===== src/design/mesh_switch_pkg.sv =====
package mesh_switch_pkg;
	// register byte offsets on the bus
	localparam logic [7:0] off_control = 8'h00;
	localparam logic [7:0] off_fifo_port = 8'h04;
	localparam logic [7:0] off_fifo_choice = 8'h08;
	localparam logic [7:0] off_input_fill_counts = 8'h0c;
	localparam logic [7:0] off_output_credit_counts = 8'h10;
	localparam logic [7:0] off_route_select = 8'h14;
	localparam logic [7:0] off_rx_ready_flag = 8'h18;
	localparam logic [7:0] off_irq_status = 8'h1c;
	localparam logic [7:0] off_irq_mask = 8'h20;
	// duplicate set sits one bank higher
	localparam logic [7:0] off_alt_bank = 8'h40;
	localparam logic [7:0] off_alt_mask = 8'hc0;
	// fifo choice codes
	localparam logic [2:0] sel_north_in = 3'h0;
	localparam logic [2:0] sel_east_in = 3'h1;
	localparam logic [2:0] sel_south_in = 3'h2;
	localparam logic [2:0] sel_west_in = 3'h3;
	localparam logic [2:0] sel_proc_in = 3'h4;
	localparam logic [2:0] sel_proc_out = 3'h5;
	// route selector codes
	localparam logic [2:0] route_none = 3'h0;
	localparam logic [2:0] route_proc = 3'h5;
	// field layout
	localparam int count_field_w = 4;
	localparam int route_field_w = 3;
	localparam int num_ports = 5;
	localparam int choice_w = 3;
	localparam int fabric_hold_bit = 0;
	localparam int rx_ready_bit = 0;
	// reset values
	localparam logic [31:0] control_reset = 32'h0000_0001;
	localparam logic [31:0] zero_reset = 32'h0000_0000;
	// interrupt status bits
	localparam int irq_rx_ready = 0;
	localparam int irq_bad_choice = 1;
	localparam int irq_w = 2;
endpackage


===== src/design/fifo_access_if.sv =====
`timescale 1ns/1ps
interface fifo_access_if #(parameter int data_w = 32);
	logic push;
	logic pop;
	logic [data_w-1:0] wdata;
	logic [data_w-1:0] rdata;
	logic [3:0] count;
	logic ready;
	modport owner (input push, input pop, input wdata, output rdata, output count, output ready);
	modport user (output push, output pop, output wdata, input rdata, input count, input ready);
endinterface


===== src/design/route_mux.sv =====
`timescale 1ns/1ps
module route_mux #(
	parameter int data_w = 32
) (
	input wire logic [2:0] route, // selector code
	input wire logic [5*data_w-1:0] in_words, // input heads n,e,s,w,p
	input wire logic [4:0] in_valid, // input head valid
	input wire logic hold, // fabric frozen
	output logic [data_w-1:0] out_word, // chosen word
	output logic out_valid, // chosen word valid
	output logic [4:0] in_take // which input it draws from
);
	// code 0 connects nothing; codes above 5 also drop out
	wire logic code_ok = (route != mesh_switch_pkg::route_none) &&
		(route <= mesh_switch_pkg::route_proc);
	wire logic [2:0] idx = route - 3'h1;
	assign out_word = code_ok ? in_words[idx*data_w +: data_w] : '0;
	assign out_valid = code_ok & ~hold & in_valid[idx];
	assign in_take = out_valid ? (5'h01 << idx) : 5'h00;
endmodule // route_mux


===== src/design/static_mesh_switch_state_regs.sv =====
`timescale 1ns/1ps
module static_mesh_switch_state_regs #(
	parameter bit large_variant = 1'b1,
	parameter int data_w = 32,
	parameter int fifo_depth = 4
) (
	input wire logic pclk, // core clock
	input wire logic presetn, // async reset, low
	input wire logic psel, // apb select
	input wire logic penable, // apb enable
	input wire logic pwrite, // apb direction
	input wire logic [7:0] paddr, // apb byte address
	input wire logic [31:0] pwdata, // apb write data
	input wire logic [2:0] pprot, // apb protection
	output logic [31:0] prdata, // apb read data
	output logic pready, // apb ready
	output logic pslverr, // apb error
	input wire logic switch_privilege_level, // main set allowed
	input wire logic alt_switch_privilege_level, // duplicate set allowed
	input wire logic [4*data_w-1:0] link_in_data, // words from n,e,s,w
	input wire logic [3:0] link_in_valid, // neighbour word valid
	output logic [3:0] link_in_ready, // room in input fifos
	output logic [4*data_w-1:0] link_out_data, // words to n,e,s,w
	output logic [3:0] link_out_valid, // word to neighbour valid
	input wire logic [3:0] link_credit_return, // neighbour freed a slot
	output logic fabric_hold, // fabric frozen
	output logic irq // level interrupt
);
	localparam int cnt_w = $clog2(fifo_depth + 1);
	localparam int irq_w_l = mesh_switch_pkg::irq_w;

	// registers
	logic [31:0] control;
	logic [2:0] fifo_choice;
	logic [14:0] route_select;
	logic [3:0] credit [4];
	logic [irq_w_l-1:0] irq_status;
	logic [irq_w_l-1:0] irq_mask;

	// apb decode
	wire logic access = psel & penable;
	wire logic alt_hit = (paddr & mesh_switch_pkg::off_alt_mask) == mesh_switch_pkg::off_alt_bank;
	wire logic [7:0] reg_off = alt_hit ? (paddr - mesh_switch_pkg::off_alt_bank) : paddr;
	wire logic alt_ok = large_variant & alt_switch_privilege_level;
	wire logic bank_ok = alt_hit ? alt_ok : switch_privilege_level;
	wire logic hit_ctl = reg_off == mesh_switch_pkg::off_control;
	wire logic hit_port = reg_off == mesh_switch_pkg::off_fifo_port;
	wire logic hit_choice = reg_off == mesh_switch_pkg::off_fifo_choice;
	wire logic hit_in = reg_off == mesh_switch_pkg::off_input_fill_counts;
	wire logic hit_out = reg_off == mesh_switch_pkg::off_output_credit_counts;
	wire logic hit_route = reg_off == mesh_switch_pkg::off_route_select;
	wire logic hit_rdy = reg_off == mesh_switch_pkg::off_rx_ready_flag;
	wire logic hit_ist = !alt_hit && reg_off == mesh_switch_pkg::off_irq_status;
	wire logic hit_imk = !alt_hit && reg_off == mesh_switch_pkg::off_irq_mask;
	wire logic mapped = hit_ctl | hit_port | hit_choice | hit_in | hit_out | hit_route |
		hit_rdy | hit_ist | hit_imk;
	wire logic good = access & mapped & bank_ok;
	wire logic wr = good & pwrite;
	wire logic rd = good & ~pwrite;

	// choice decode used by several paths
	function automatic logic [5:0] choice_onehot(input logic [2:0] c);
		choice_onehot = (c <= mesh_switch_pkg::sel_proc_out) ? (6'h01 << c) : 6'h00;
	endfunction
	wire logic [5:0] chosen = choice_onehot(fifo_choice);
	wire logic bad_choice = chosen == 6'h00;
	wire logic port_rd = rd & hit_port & ~bad_choice;
	wire logic port_wr = wr & hit_port & ~bad_choice;

	// fifo instances: index 0-4 inputs, 5 processor output
	fifo_access_if #(.data_w(data_w)) fa [6] ();
	logic [6*data_w-1:0] heads;
	logic [5:0] fifo_rdy;
	logic [3:0] cnt [6];
	logic [4:0] take [5];
	logic [4:0] drawn;
	logic [5*data_w-1:0] out_words;
	logic [4:0] out_valid;
	logic [4:0] out_go;
	logic proc_out_full;

	genvar g;
	generate
		for (g = 0; g < 6; g++)
		begin : g_fifo
			logic net_push;
			logic net_pop;
			logic [data_w-1:0] net_word;
			assign fa[g].push = port_wr & chosen[g];
			assign fa[g].pop = port_rd & chosen[g];
			assign fa[g].wdata = pwdata;
			assign heads[g*data_w +: data_w] = fa[g].rdata;
			assign fifo_rdy[g] = fa[g].ready;
			assign cnt[g] = fa[g].count;
			if (g < 4)
			begin : g_link
				assign net_push = link_in_valid[g] & link_in_ready[g];
				assign net_word = link_in_data[g*data_w +: data_w];
				assign net_pop = drawn[g];
				// no room offered while software pushes, the fifo takes one word a cycle
				assign link_in_ready[g] = (cnt[g] < 4'(fifo_depth)) & ~fa[g].push;
			end
			else if (g == 4)
			begin : g_proc_in
				assign net_push = 1'b0;
				assign net_word = '0;
				assign net_pop = drawn[4];
			end
			else
			begin : g_proc_out
				assign net_push = out_go[4];
				assign net_word = out_words[4*data_w +: data_w];
				assign net_pop = 1'b0;
			end
			switch_fifo #(.data_w(data_w), .depth(fifo_depth), .cnt_w(cnt_w)) u_fifo (
				.pclk(pclk),
				.presetn(presetn),
				.net_push(net_push),
				.net_wdata(net_word),
				.net_pop(net_pop),
				.sw(fa[g].owner)
			);
		end
	endgenerate

	// a head that software pops this cycle is not offered to the fabric too
	wire logic [4:0] fabric_rdy = fifo_rdy[4:0] & ~(port_rd ? chosen[4:0] : 5'h00);

	// one mux per output port, steered by its route selector
	generate
		for (g = 0; g < 5; g++)
		begin : g_route
			route_mux #(.data_w(data_w)) u_mux (
				.route(route_select[g*3 +: 3]),
				.in_words(heads[5*data_w-1:0]),
				.in_valid(fabric_rdy),
				.hold(fabric_hold),
				.out_word(out_words[g*data_w +: data_w]),
				.out_valid(out_valid[g]),
				.in_take(take[g])
			);
		end
	endgenerate

	// a compass output moves only with credit, the processor output only with fifo room; an input feeding several outputs
	// pops once per cycle, whichever of them could take the word
	assign proc_out_full = cnt[5] >= 4'(fifo_depth);
	always_comb
	begin
		out_go = 5'h00;
		for (int i = 0; i < 4; i++)
			out_go[i] = out_valid[i] & (credit[i] != 4'h0);
		// a software push to the same fifo would otherwise swallow this word
		out_go[4] = out_valid[4] & ~proc_out_full & ~fa[5].push;
		drawn = 5'h00;
		for (int i = 0; i < 5; i++)
			drawn = drawn | (out_go[i] ? take[i] : 5'h00);
	end

	// outbound compass words are registered
	always_ff @(posedge pclk or negedge presetn)
	begin
		if (!presetn)
		begin
			link_out_data <= '0;
			link_out_valid <= 4'h0;
		end
		else
		begin
			link_out_data <= out_words[4*data_w-1:0];
			link_out_valid <= out_go[3:0];
		end
	end

	// width trim for the small variant
	function automatic logic [3:0] trim(input logic [3:0] v, input bit proc);
		if (large_variant)
			trim = v;
		else
			trim = proc ? {1'b0, v[2:0]} : {2'b00, v[1:0]};
	endfunction

	// state register views
	wire logic [31:0] in_view = {12'h000, trim(cnt[4], 1'b1), trim(cnt[3], 1'b0),
		trim(cnt[2], 1'b0), trim(cnt[1], 1'b0), trim(cnt[0], 1'b0)};
	wire logic [31:0] out_view = {12'h000, trim(cnt[5], 1'b1), trim(credit[3], 1'b0),
		trim(credit[2], 1'b0), trim(credit[1], 1'b0), trim(credit[0], 1'b0)};
	wire logic rx_ready = fifo_rdy[5];
	assign fabric_hold = control[mesh_switch_pkg::fabric_hold_bit];

	// credits: software may load them, returns add, sends subtract
	always_ff @(posedge pclk or negedge presetn)
	begin
		if (!presetn)
			for (int i = 0; i < 4; i++)
				credit[i] <= 4'h0;
		else
			for (int i = 0; i < 4; i++)
				if (wr && hit_out)
					credit[i] <= trim(pwdata[i*4 +: 4], 1'b0);
				else
					credit[i] <= credit[i] + 4'(link_credit_return[i]) - 4'(out_go[i]);
	end

	// control, choice and routes
	always_ff @(posedge pclk or negedge presetn)
	begin
		if (!presetn)
		begin
			control <= mesh_switch_pkg::control_reset;
			fifo_choice <= mesh_switch_pkg::sel_north_in;
			route_select <= '0;
			irq_mask <= '0;
		end
		else if (wr)
		begin
			if (hit_ctl)
				control <= {31'h0, pwdata[mesh_switch_pkg::fabric_hold_bit]};
			if (hit_choice)
				fifo_choice <= pwdata[2:0];
			if (hit_route)
				route_select <= pwdata[14:0];
			if (hit_imk)
				irq_mask <= pwdata[irq_w_l-1:0];
		end
	end

	// sticky events; a new event beats a write-one clear
	wire logic [irq_w_l-1:0] events = {access & hit_port & bank_ok & bad_choice, rx_ready};
	wire logic [irq_w_l-1:0] clr = (wr && hit_ist) ? pwdata[irq_w_l-1:0] : '0;
	always_ff @(posedge pclk or negedge presetn)
	begin
		if (!presetn)
			irq_status <= '0;
		else
			irq_status <= (irq_status & ~clr) | events;
	end
	assign irq = |(irq_status & irq_mask);

	// read mux; unmapped or refused answers zero with error
	wire logic [31:0] rd_word =
		hit_ctl ? control :
		hit_port ? (bad_choice ? 32'h0 : heads[fifo_choice*data_w +: 32]) :
		hit_choice ? {29'h0, fifo_choice} :
		hit_in ? in_view :
		hit_out ? out_view :
		hit_route ? {17'h0, route_select} :
		hit_rdy ? {31'h0, rx_ready} :
		hit_ist ? {30'h0, irq_status} :
		hit_imk ? {30'h0, irq_mask} : 32'h0;
	assign prdata = rd ? rd_word : 32'h0;
	assign pready = 1'b1;
	assign pslverr = access & ~(mapped & bank_ok);
endmodule // static_mesh_switch_state_regs


===== src/design/switch_fifo.sv =====
`timescale 1ns/1ps
module switch_fifo #(
	parameter int data_w = 32,
	parameter int depth = 4,
	parameter int cnt_w = 3
) (
	input wire logic pclk, // core clock
	input wire logic presetn, // async reset, low
	input wire logic net_push, // write from fabric side
	input wire logic [data_w-1:0] net_wdata, // fabric word
	input wire logic net_pop, // read from fabric side
	fifo_access_if.owner sw // software access
);
	localparam int aw = $clog2(depth);
	logic [data_w-1:0] mem [depth];
	logic [aw-1:0] rd_ptr;
	logic [aw-1:0] wr_ptr;
	logic [cnt_w-1:0] fill;
	wire logic any_push = sw.push | net_push;
	wire logic any_pop = sw.pop | net_pop;
	wire logic full = (fill == cnt_w'(depth));
	wire logic empty = (fill == '0);
	wire logic do_push = any_push & ~full;
	wire logic do_pop = any_pop & ~empty;
	wire logic [data_w-1:0] push_word = sw.push ? sw.wdata : net_wdata;

	// software word wins over fabric word when both push
	always_ff @(posedge pclk or negedge presetn)
	begin
		if (!presetn)
		begin
			rd_ptr <= '0;
			wr_ptr <= '0;
			fill <= '0;
		end
		else
		begin
			if (do_push)
				wr_ptr <= (wr_ptr == aw'(depth - 1)) ? '0 : wr_ptr + 1'b1;
			if (do_pop)
				rd_ptr <= (rd_ptr == aw'(depth - 1)) ? '0 : rd_ptr + 1'b1;
			fill <= fill + cnt_w'(do_push) - cnt_w'(do_pop);
		end
	end

	// storage has no reset, only the pointers matter
	always_ff @(posedge pclk)
	begin
		if (do_push)
			mem[wr_ptr] <= push_word;
	end

	assign sw.rdata = empty ? '0 : mem[rd_ptr];
	assign sw.count = 4'(fill);
	assign sw.ready = ~empty;
endmodule // switch_fifo

===== config.mk =====
export PLATFORM = sky130hd
export DESIGN_NAME = static_mesh_switch_state_regs
export DESIGN_NICKNAME = d
export VERILOG_FILES = /design/src/design/mesh_switch_pkg.sv /design/src/design/fifo_access_if.sv /design/src/design/route_mux.sv /design/src/design/static_mesh_switch_state_regs.sv /design/src/design/switch_fifo.sv
export SDC_FILE = /design/constraint.sdc
export NUM_CORES = 1
export LEC_CHECK = 0
export BUFFER_PORTS_ARGS = -buffer_cell sky130_fd_sc_hd__buf_4
export CAP_MARGIN = 5
export CELL_PAD_IN_SITES_DETAIL_PLACEMENT = 0
export CELL_PAD_IN_SITES_GLOBAL_PLACEMENT = 2
export CORE_UTILIZATION = 45
export DETAILED_ROUTE_END_ITERATION = 8
export PLACE_DENSITY_LB_ADDON = 0.1
export SYNTH_ARGS = -nofsm -noshare
export SYNTH_HDL_FRONTEND = slang
export SYNTH_SLANG_ARGS = --single-unit

===== constraint.sdc =====
create_clock -name pclk -period 6.6 [get_ports pclk]
set_input_delay 1.98 -clock pclk [delete_from_list [all_inputs] [get_ports pclk]]
set_output_delay 1.98 -clock pclk [all_outputs]
set_load 0.02 [all_outputs]

# After elaboration in Yosys (flattened, before gate mapping)
# Memories as Yosys holds them, arrays and structs flattened.
# Index checks and enable logic that the tools add are counted.
# totals
regBits,213
latch_bits,0
ramBits,768
rom_bits,0
in_bits,186
out_inout_bits,172
wordCells,353
mem_count,6
# memory_table
memory,words,word_bits,rd,rd_ports_with_merged_regs,wr,line,source
g_fifo[0].u_fifo.mem,4,32,1,0,1,switch_fifo.sv:15,logic [data_w-1:0] mem [depth];
g_fifo[1].u_fifo.mem,4,32,1,0,1,switch_fifo.sv:15,
g_fifo[2].u_fifo.mem,4,32,1,0,1,switch_fifo.sv:15,
g_fifo[3].u_fifo.mem,4,32,1,0,1,switch_fifo.sv:15,
g_fifo[4].u_fifo.mem,4,32,1,0,1,switch_fifo.sv:15,
g_fifo[5].u_fifo.mem,4,32,1,0,1,switch_fifo.sv:15,
# op_classes
add_sub_neg,38
mul,0
div,0
magnitude_cmp,16
eq_ne,27
shifts,12
muxes,81
n_bitwise,112
reduce_logical,32
# ops
operator,count
160-bit by 9-bit indexed part select with 32-bit output,5
32-bit 2-to-1 mux,21
192-bit by 9-bit indexed part select with 32-bit output,1
1-bit bitwise AND,62
19-bit 2-to-1 mux,3
5-bit 2-to-1 mux,11
8-bit by 5-bit == test with 1-bit output (second input constant),4
2-bit 2-to-1 mux,16
1-bit by 3-bit left shift with 5-bit output (first input constant),5
2-bit by 1-bit adder with 2-bit output (second input constant),12
2-bit == test (second input constant),12
1-bit inverter,22
3-bit by 4-bit < comparator with 1-bit output (second input constant),5
5-bit bitwise OR,4
3-bit by 1-bit adder with 3-bit output,6
3-bit == test (second input constant),6
3-bit less-or-equal comparator (second input constant),6
3-bit zero test,6
1-bit 2-to-1 mux,18
1-bit bitwise OR,18
3-bit by 1-bit subtractor with 3-bit output,6
4-bit by 1-bit adder with 4-bit output,4
8-bit by 4-bit == test with 1-bit output (second input constant),2
4-bit 2-to-1 mux,4
other kinds (26),59

# Depth between registers and ports, before layout
# logic_depth
ltp_word,31
mapped_depth,17
ltp_nobuf,16

# Cells and area by module
# From an unflattened synthesis, not the netlist that was laid out.
# unflattened
cells_unflattened,3730
area_unflattened_um2,51768.4
# by_module_without_submodules
mod,instances,cells_each,area_per_inst_um2,seq_area_each_um2
switch_fifo,6,280,5679.2,4018.9
static_mesh_switch_state_regs,1,673,8267.9,4280.4
route_mux at g_route[0].u_mux ...,2,287,2045.7,0.0
route_mux at g_route[3].u_mux ...,2,258,1656.6,0.0
route_mux at g_route[2].u_mux,1,287,2020.7,0.0

# Least setup slack after synthesis
# Ideal clock, no wire load.
# synth_timing
path_type,input to output
start,input port paddr[7]
end,output port prdata[27]
arrival_time_ns,4.412
required_time_ns,4.620
path_slack_ns,0.208
cell_stages,9
path_buffers,1
cell_sequence,inv_1 -> ha_1 -> mux2_4 -> or4_1 -> a21boi_2 -> and2_1 -> nand3_1 -> clkbuf_1 -> a211oi_1
# synth_via
elab_chain_len,15
word_cells_on_any_way,30
cone_classes,1 x add/sub; 9 x eq/ne; 5 x mux; 11 x bitwise; 4 x reduce/logical
# synth_rtl
item,line,source
start: declaration,static_mesh_switch_state_regs.sv:12,"input wire logic [7:0] paddr,"
8-bit by 7-bit subtractor with 8-bit output / 2-bit by 1-bit == test with 1-bit output (equally long branches),"static_mesh_switch_state_regs.sv:43, static_mesh_switch_state_regs.sv:42",
8-bit 2-to-1 mux,static_mesh_switch_state_regs.sv:43,wire logic [7:0] reg_off = alt_hit ? (paddr - mesh_switch_pkg::off_alt_bank) : paddr;
8-bit by 3-bit == test with 1-bit output / 8-bit zero test (equally long branches),"static_mesh_switch_state_regs.sv:47, static_mesh_switch_state_regs.sv:46",
1-bit bitwise OR (6 in series),static_mesh_switch_state_regs.sv:55,wire logic mapped = hit_ctl | hit_port | hit_choice | hit_in | hit_out | hit_route |
1-bit bitwise OR (2 in series),static_mesh_switch_state_regs.sv:56,hit_rdy | hit_ist | hit_imk;
1-bit bitwise AND (2 in series),static_mesh_switch_state_regs.sv:57,wire logic good = access & mapped & bank_ok;
1-bit bitwise AND,static_mesh_switch_state_regs.sv:59,wire logic rd = good & ~pwrite;
32-bit 2-to-1 mux *,static_mesh_switch_state_regs.sv:251,assign prdata = rd ? rd_word : 32'h0;
end: declaration,static_mesh_switch_state_regs.sv:15,"output logic [31:0] prdata,"
# Every way passes the cells marked *; elsewhere a longest branch is shown, timed or not.

# Final worst setup path
# layout_timing
start,input port paddr[6]
end,output port prdata[7]
# The elaborated chain is that of the path after synthesis.

==> results.md <==
- Ys async rst share: between 20% and 30%
- Combinational power share: 35.9%
- Cts-stage hold buffer count: 0
- Internal power: 15.0 mW
- Total wire length: between 150,000 and 200,000 um
- Routability Congestion: 0.910
- Startpoint types: input port
- Tcrit/Tclk final: between 90% and 100%
- Final Max Tran Viols: 0
- Element type at the critical path end: output pin
- Area fraction of the dominant cell type after synthesis: 48.6%
- DRT antenna net count: 0
- Hold Path Stages: 2
- RSZ-0062 raised after global routing: false
- Multi-input logic area: 18,000 sq um
- Reg2Reg Setup Slack: 1.46 ns
- Clock sinks: 981
- CP required: approximately 4.6 ns
- Net count after synthesis: 3,341
- Final nets: 3,698
- Min-delay worst type: reg2reg
- Worst slew margin: roughly a fifth
- Sw frac: 34.4%
- RR Endpoint: g_fifo[0].u_fifo.fill[2]
- Clock tree from TritonCTS: done
- # fillers: 8,512
- Number of flops mapped to enable cells by yosys: 768
- Synth cell count leaders: edfxtp_1 (768), mux4_2 (362), nand2_1 (246)
- Leakage: around 20 nW
- Port-buffer cells: 353
- Largest net degree at the start of global routing: 114
- WL/cell: 37.4 um
- Status: completed
- Total GRT Usage: 34.1%
- Drt pass-1 iters: 6
- PwrDens: a little over 400 nW/um^2
- Worst slew pin tran: approximately 1.2 ns
- Post-Syn Area: around 47,000 sq um
- Layout cells sized above 1: 34.9%
- Overflow after GRT: 0
- Unique cell type count in the Yosys netlist: 74
- Final Worst Setup Slack: 0.130 ns
- Synth Warn #: 0
- Setup-failing EPs final: 0
- Crit path DAT: about 4.5 ns
- Peak supply drop: 0.265 mV
- Area grow syn2layout: 17.1%
- CORE AREA: roughly 100,000 sq um
- Die width: 327 um
- Post-DP HPWL: around 130,000 um
- Period minus WS final: approximately 6.5 ns
- Vias in the first global route: ~32,000
- Clock power share: 25.7%
- Register area: 28,400 sq um
- Hold_sp: irq_status[1]
- Die height: 327 um
- Post-CTS setup buffers: 0
- Synth Register Bits: between 900 and 1,000
- R2R cell count: 14
- Post-cts sizing count: 0
- Top Ports: 358
- Mean area per synthesized cell: 15.6 sq um
- Initial DRC Count: ~4,600
- CTS Buffer Depth: 3
- Setup TNS Final: 0 ns
- Seq/Total Area, Yosys: about three fifths
- Cells after Synth: 3,046
- Initial antenna violation count: 27
- Core Rows: approximately 120
- Most frequent cell after synthesis: edfxtp_1
- Clk_lat worst skew: 0.71 ns
- Via density per instance: 6.59
- Worst r2r src: route_select[9]
- Hold path endpoint: irq_status[1]
- Top_reg_cell synth: edfxtp_1
- Setup CP Type: in2out
- Clock transition at the registers of the reported paths: 0.06 ns
- Yosys top cell by area: edfxtp_1
- Psw: approximately 7.8 mW
- Starting density of the core: 45.6%
- Dpl ws: 0.148 ns
- Number of CTS-inserted buffers: 104
- Total chip power: between 20 and 25 mW
- Maximum fanout along the worst path: 11
- Final hold viol count: 0
- Die Footprint: between 100,000 and 150,000 sq um
- First-pass GRT wire length: 251,000 um
- Clock skew: around 0.036 ns
- H-Tree Depth: 3
- Reg power frac: 38.4%
- Fmax: 155 MHz
- Max cap viols: 0
- Area contributors post-synth: edfxtp_1 (49%), mux4_2 (17%), dfrtp_1 (11%), mux2_2 (3.8%), ha_1 (2.6%)
- DR vias: approximately 32,000
- Residual DRC count: 0
- Clock Root Buffer: clkbuf_16
[stage by stage]
stage                     instances  cell area, sq um  hold slack [ns]  util (%)
final                          4879             55600            0.528      53.4
after global routing           4871             55600            0.552      53.4
after CTS                      4870             55600            0.519      53.4
after detailed placement       4677             52100            0.506      50.1
after global placement         4676             52100            0.517      50.1
after floorplan                3046             47500            0.466         -
[final cells by class]
| cell class | count | area share, % |
|---|---|---|
| Inverter | 84 | 0.567 |
| Antenna cell | 9 | 0.0405 |
| Tap cell | 1380 | 3.11 |
| Sequential cell | 981 | 51.1 |
| Clock buffer | 144 | 5.30 |
| Multi-Input combinational cell | 1755 | 32.4 |
| Timing Repair Buffer | 477 | 6.65 |
| Clock inverter | 49 | 0.873 |
[metal layers]
| layer | part of all wire (%) | GRT usage [%] | vias to the layer above |
|---|---|---|---|
| met4 | 3.5 | 11.1 | 2 |
| met5 | 0.0071 | 0 | - |
| met1 | 39 | 48.3 | 16835 |
| li1 | - | - | 12755 |
| met2 | 46 | 52.4 | 2220 |
| met3 | 12 | 7.71 | 331 |
[flip-flops by register name (all words and copies together), names as in the netlist]
| name | cells |
|---|---|
| control | 1 |
| credit | 16 |
| fifo_choice | 3 |
| g_fifo.u_fifo.fill | 18 |
| g_fifo.u_fifo.mem | 768 |
| g_fifo.u_fifo.rd_ptr | 12 |
| g_fifo.u_fifo.wr_ptr | 12 |
| irq_mask | 2 |
| irq_status | 2 |
| link_out_data | 128 |
| link_out_valid | 4 |
| route_select | 15 |
[cell usage in the layout, fill, tap and decap left out, types with 13 or more instances in the layout]
cell type / instances
ha_1: 98
a31oi_1: 19
edfxtp_1: 768
o21ai_0: 49
a21oi_1: 79
nand2_1: 246
inv_1: 82
buf_4: 468
mux2_2: 160
o22ai_1: 164
nor2_1: 90
clkinv_2: 20
clkbuf_8: 13
a22o_1: 34
mux4_2: 362
a221oi_1: 17
nand3_1: 17
clkbuf_1: 24
clkbuf_16: 107
xnor2_1: 14
o211ai_1: 16
a222oi_1: 13
and2_1: 181
dfrtp_1: 199
nor3_1: 25
[worst max path at each step]
stage               slack [ns]    endpoint  cells after the start      from
floorplan                 0.21  prdata[27]                      9  paddr[7]
global placement          0.23  prdata[23]                     11  paddr[7]
detailed placement        0.15  prdata[27]                     11  paddr[7]
CTS                       0.15  prdata[27]                     11  paddr[7]
global route              0.03  prdata[23]                     11  paddr[7]
finish                    0.13   prdata[7]                     10  paddr[6]
[worst max-delay path, cell delays in order]
cell	delay, ns
buf_4	0.11
ha_1	0.23
or3_1	0.40
nor3_4	0.24
nand2_1	0.13
buf_12	0.18
a221oi_1	0.23
o21ai_0	0.37
a21oi_1	0.39
buf_4	0.20
[power by group through the flow]
stage	combinational, mW	clock (mW)	sequential, mW
floorplan	4.37	0	9.17
global placement	7.93	0	8.80
detailed placement	8.06	0	8.87
CTS	8.09	5.94	8.76
global route	8.58	6.17	8.86
finish	8.19	5.87	8.76
[cell families (layout without fill, tap and decap cells)]
| group | Yosys count | count (layout) | share of synthesized area [%] |
|---|---|---|---|
| compound gates | 442 | 442 | 6.25 |
| mux | 530 | 530 | 21.1 |
| simple gates | 652 | 652 | 6.86 |
| fa+ha+maj | 109 | 109 | 3.03 |
| flops | 981 | 981 | 59.8 |
| buf+inv | 310 | 754 | 2.52 |
| other cells | 1 | 10 | 0.00790 |
| xor+xnor | 21 | 21 | 0.387 |
No activity file was read; power rests on OpenSTA's default activity.
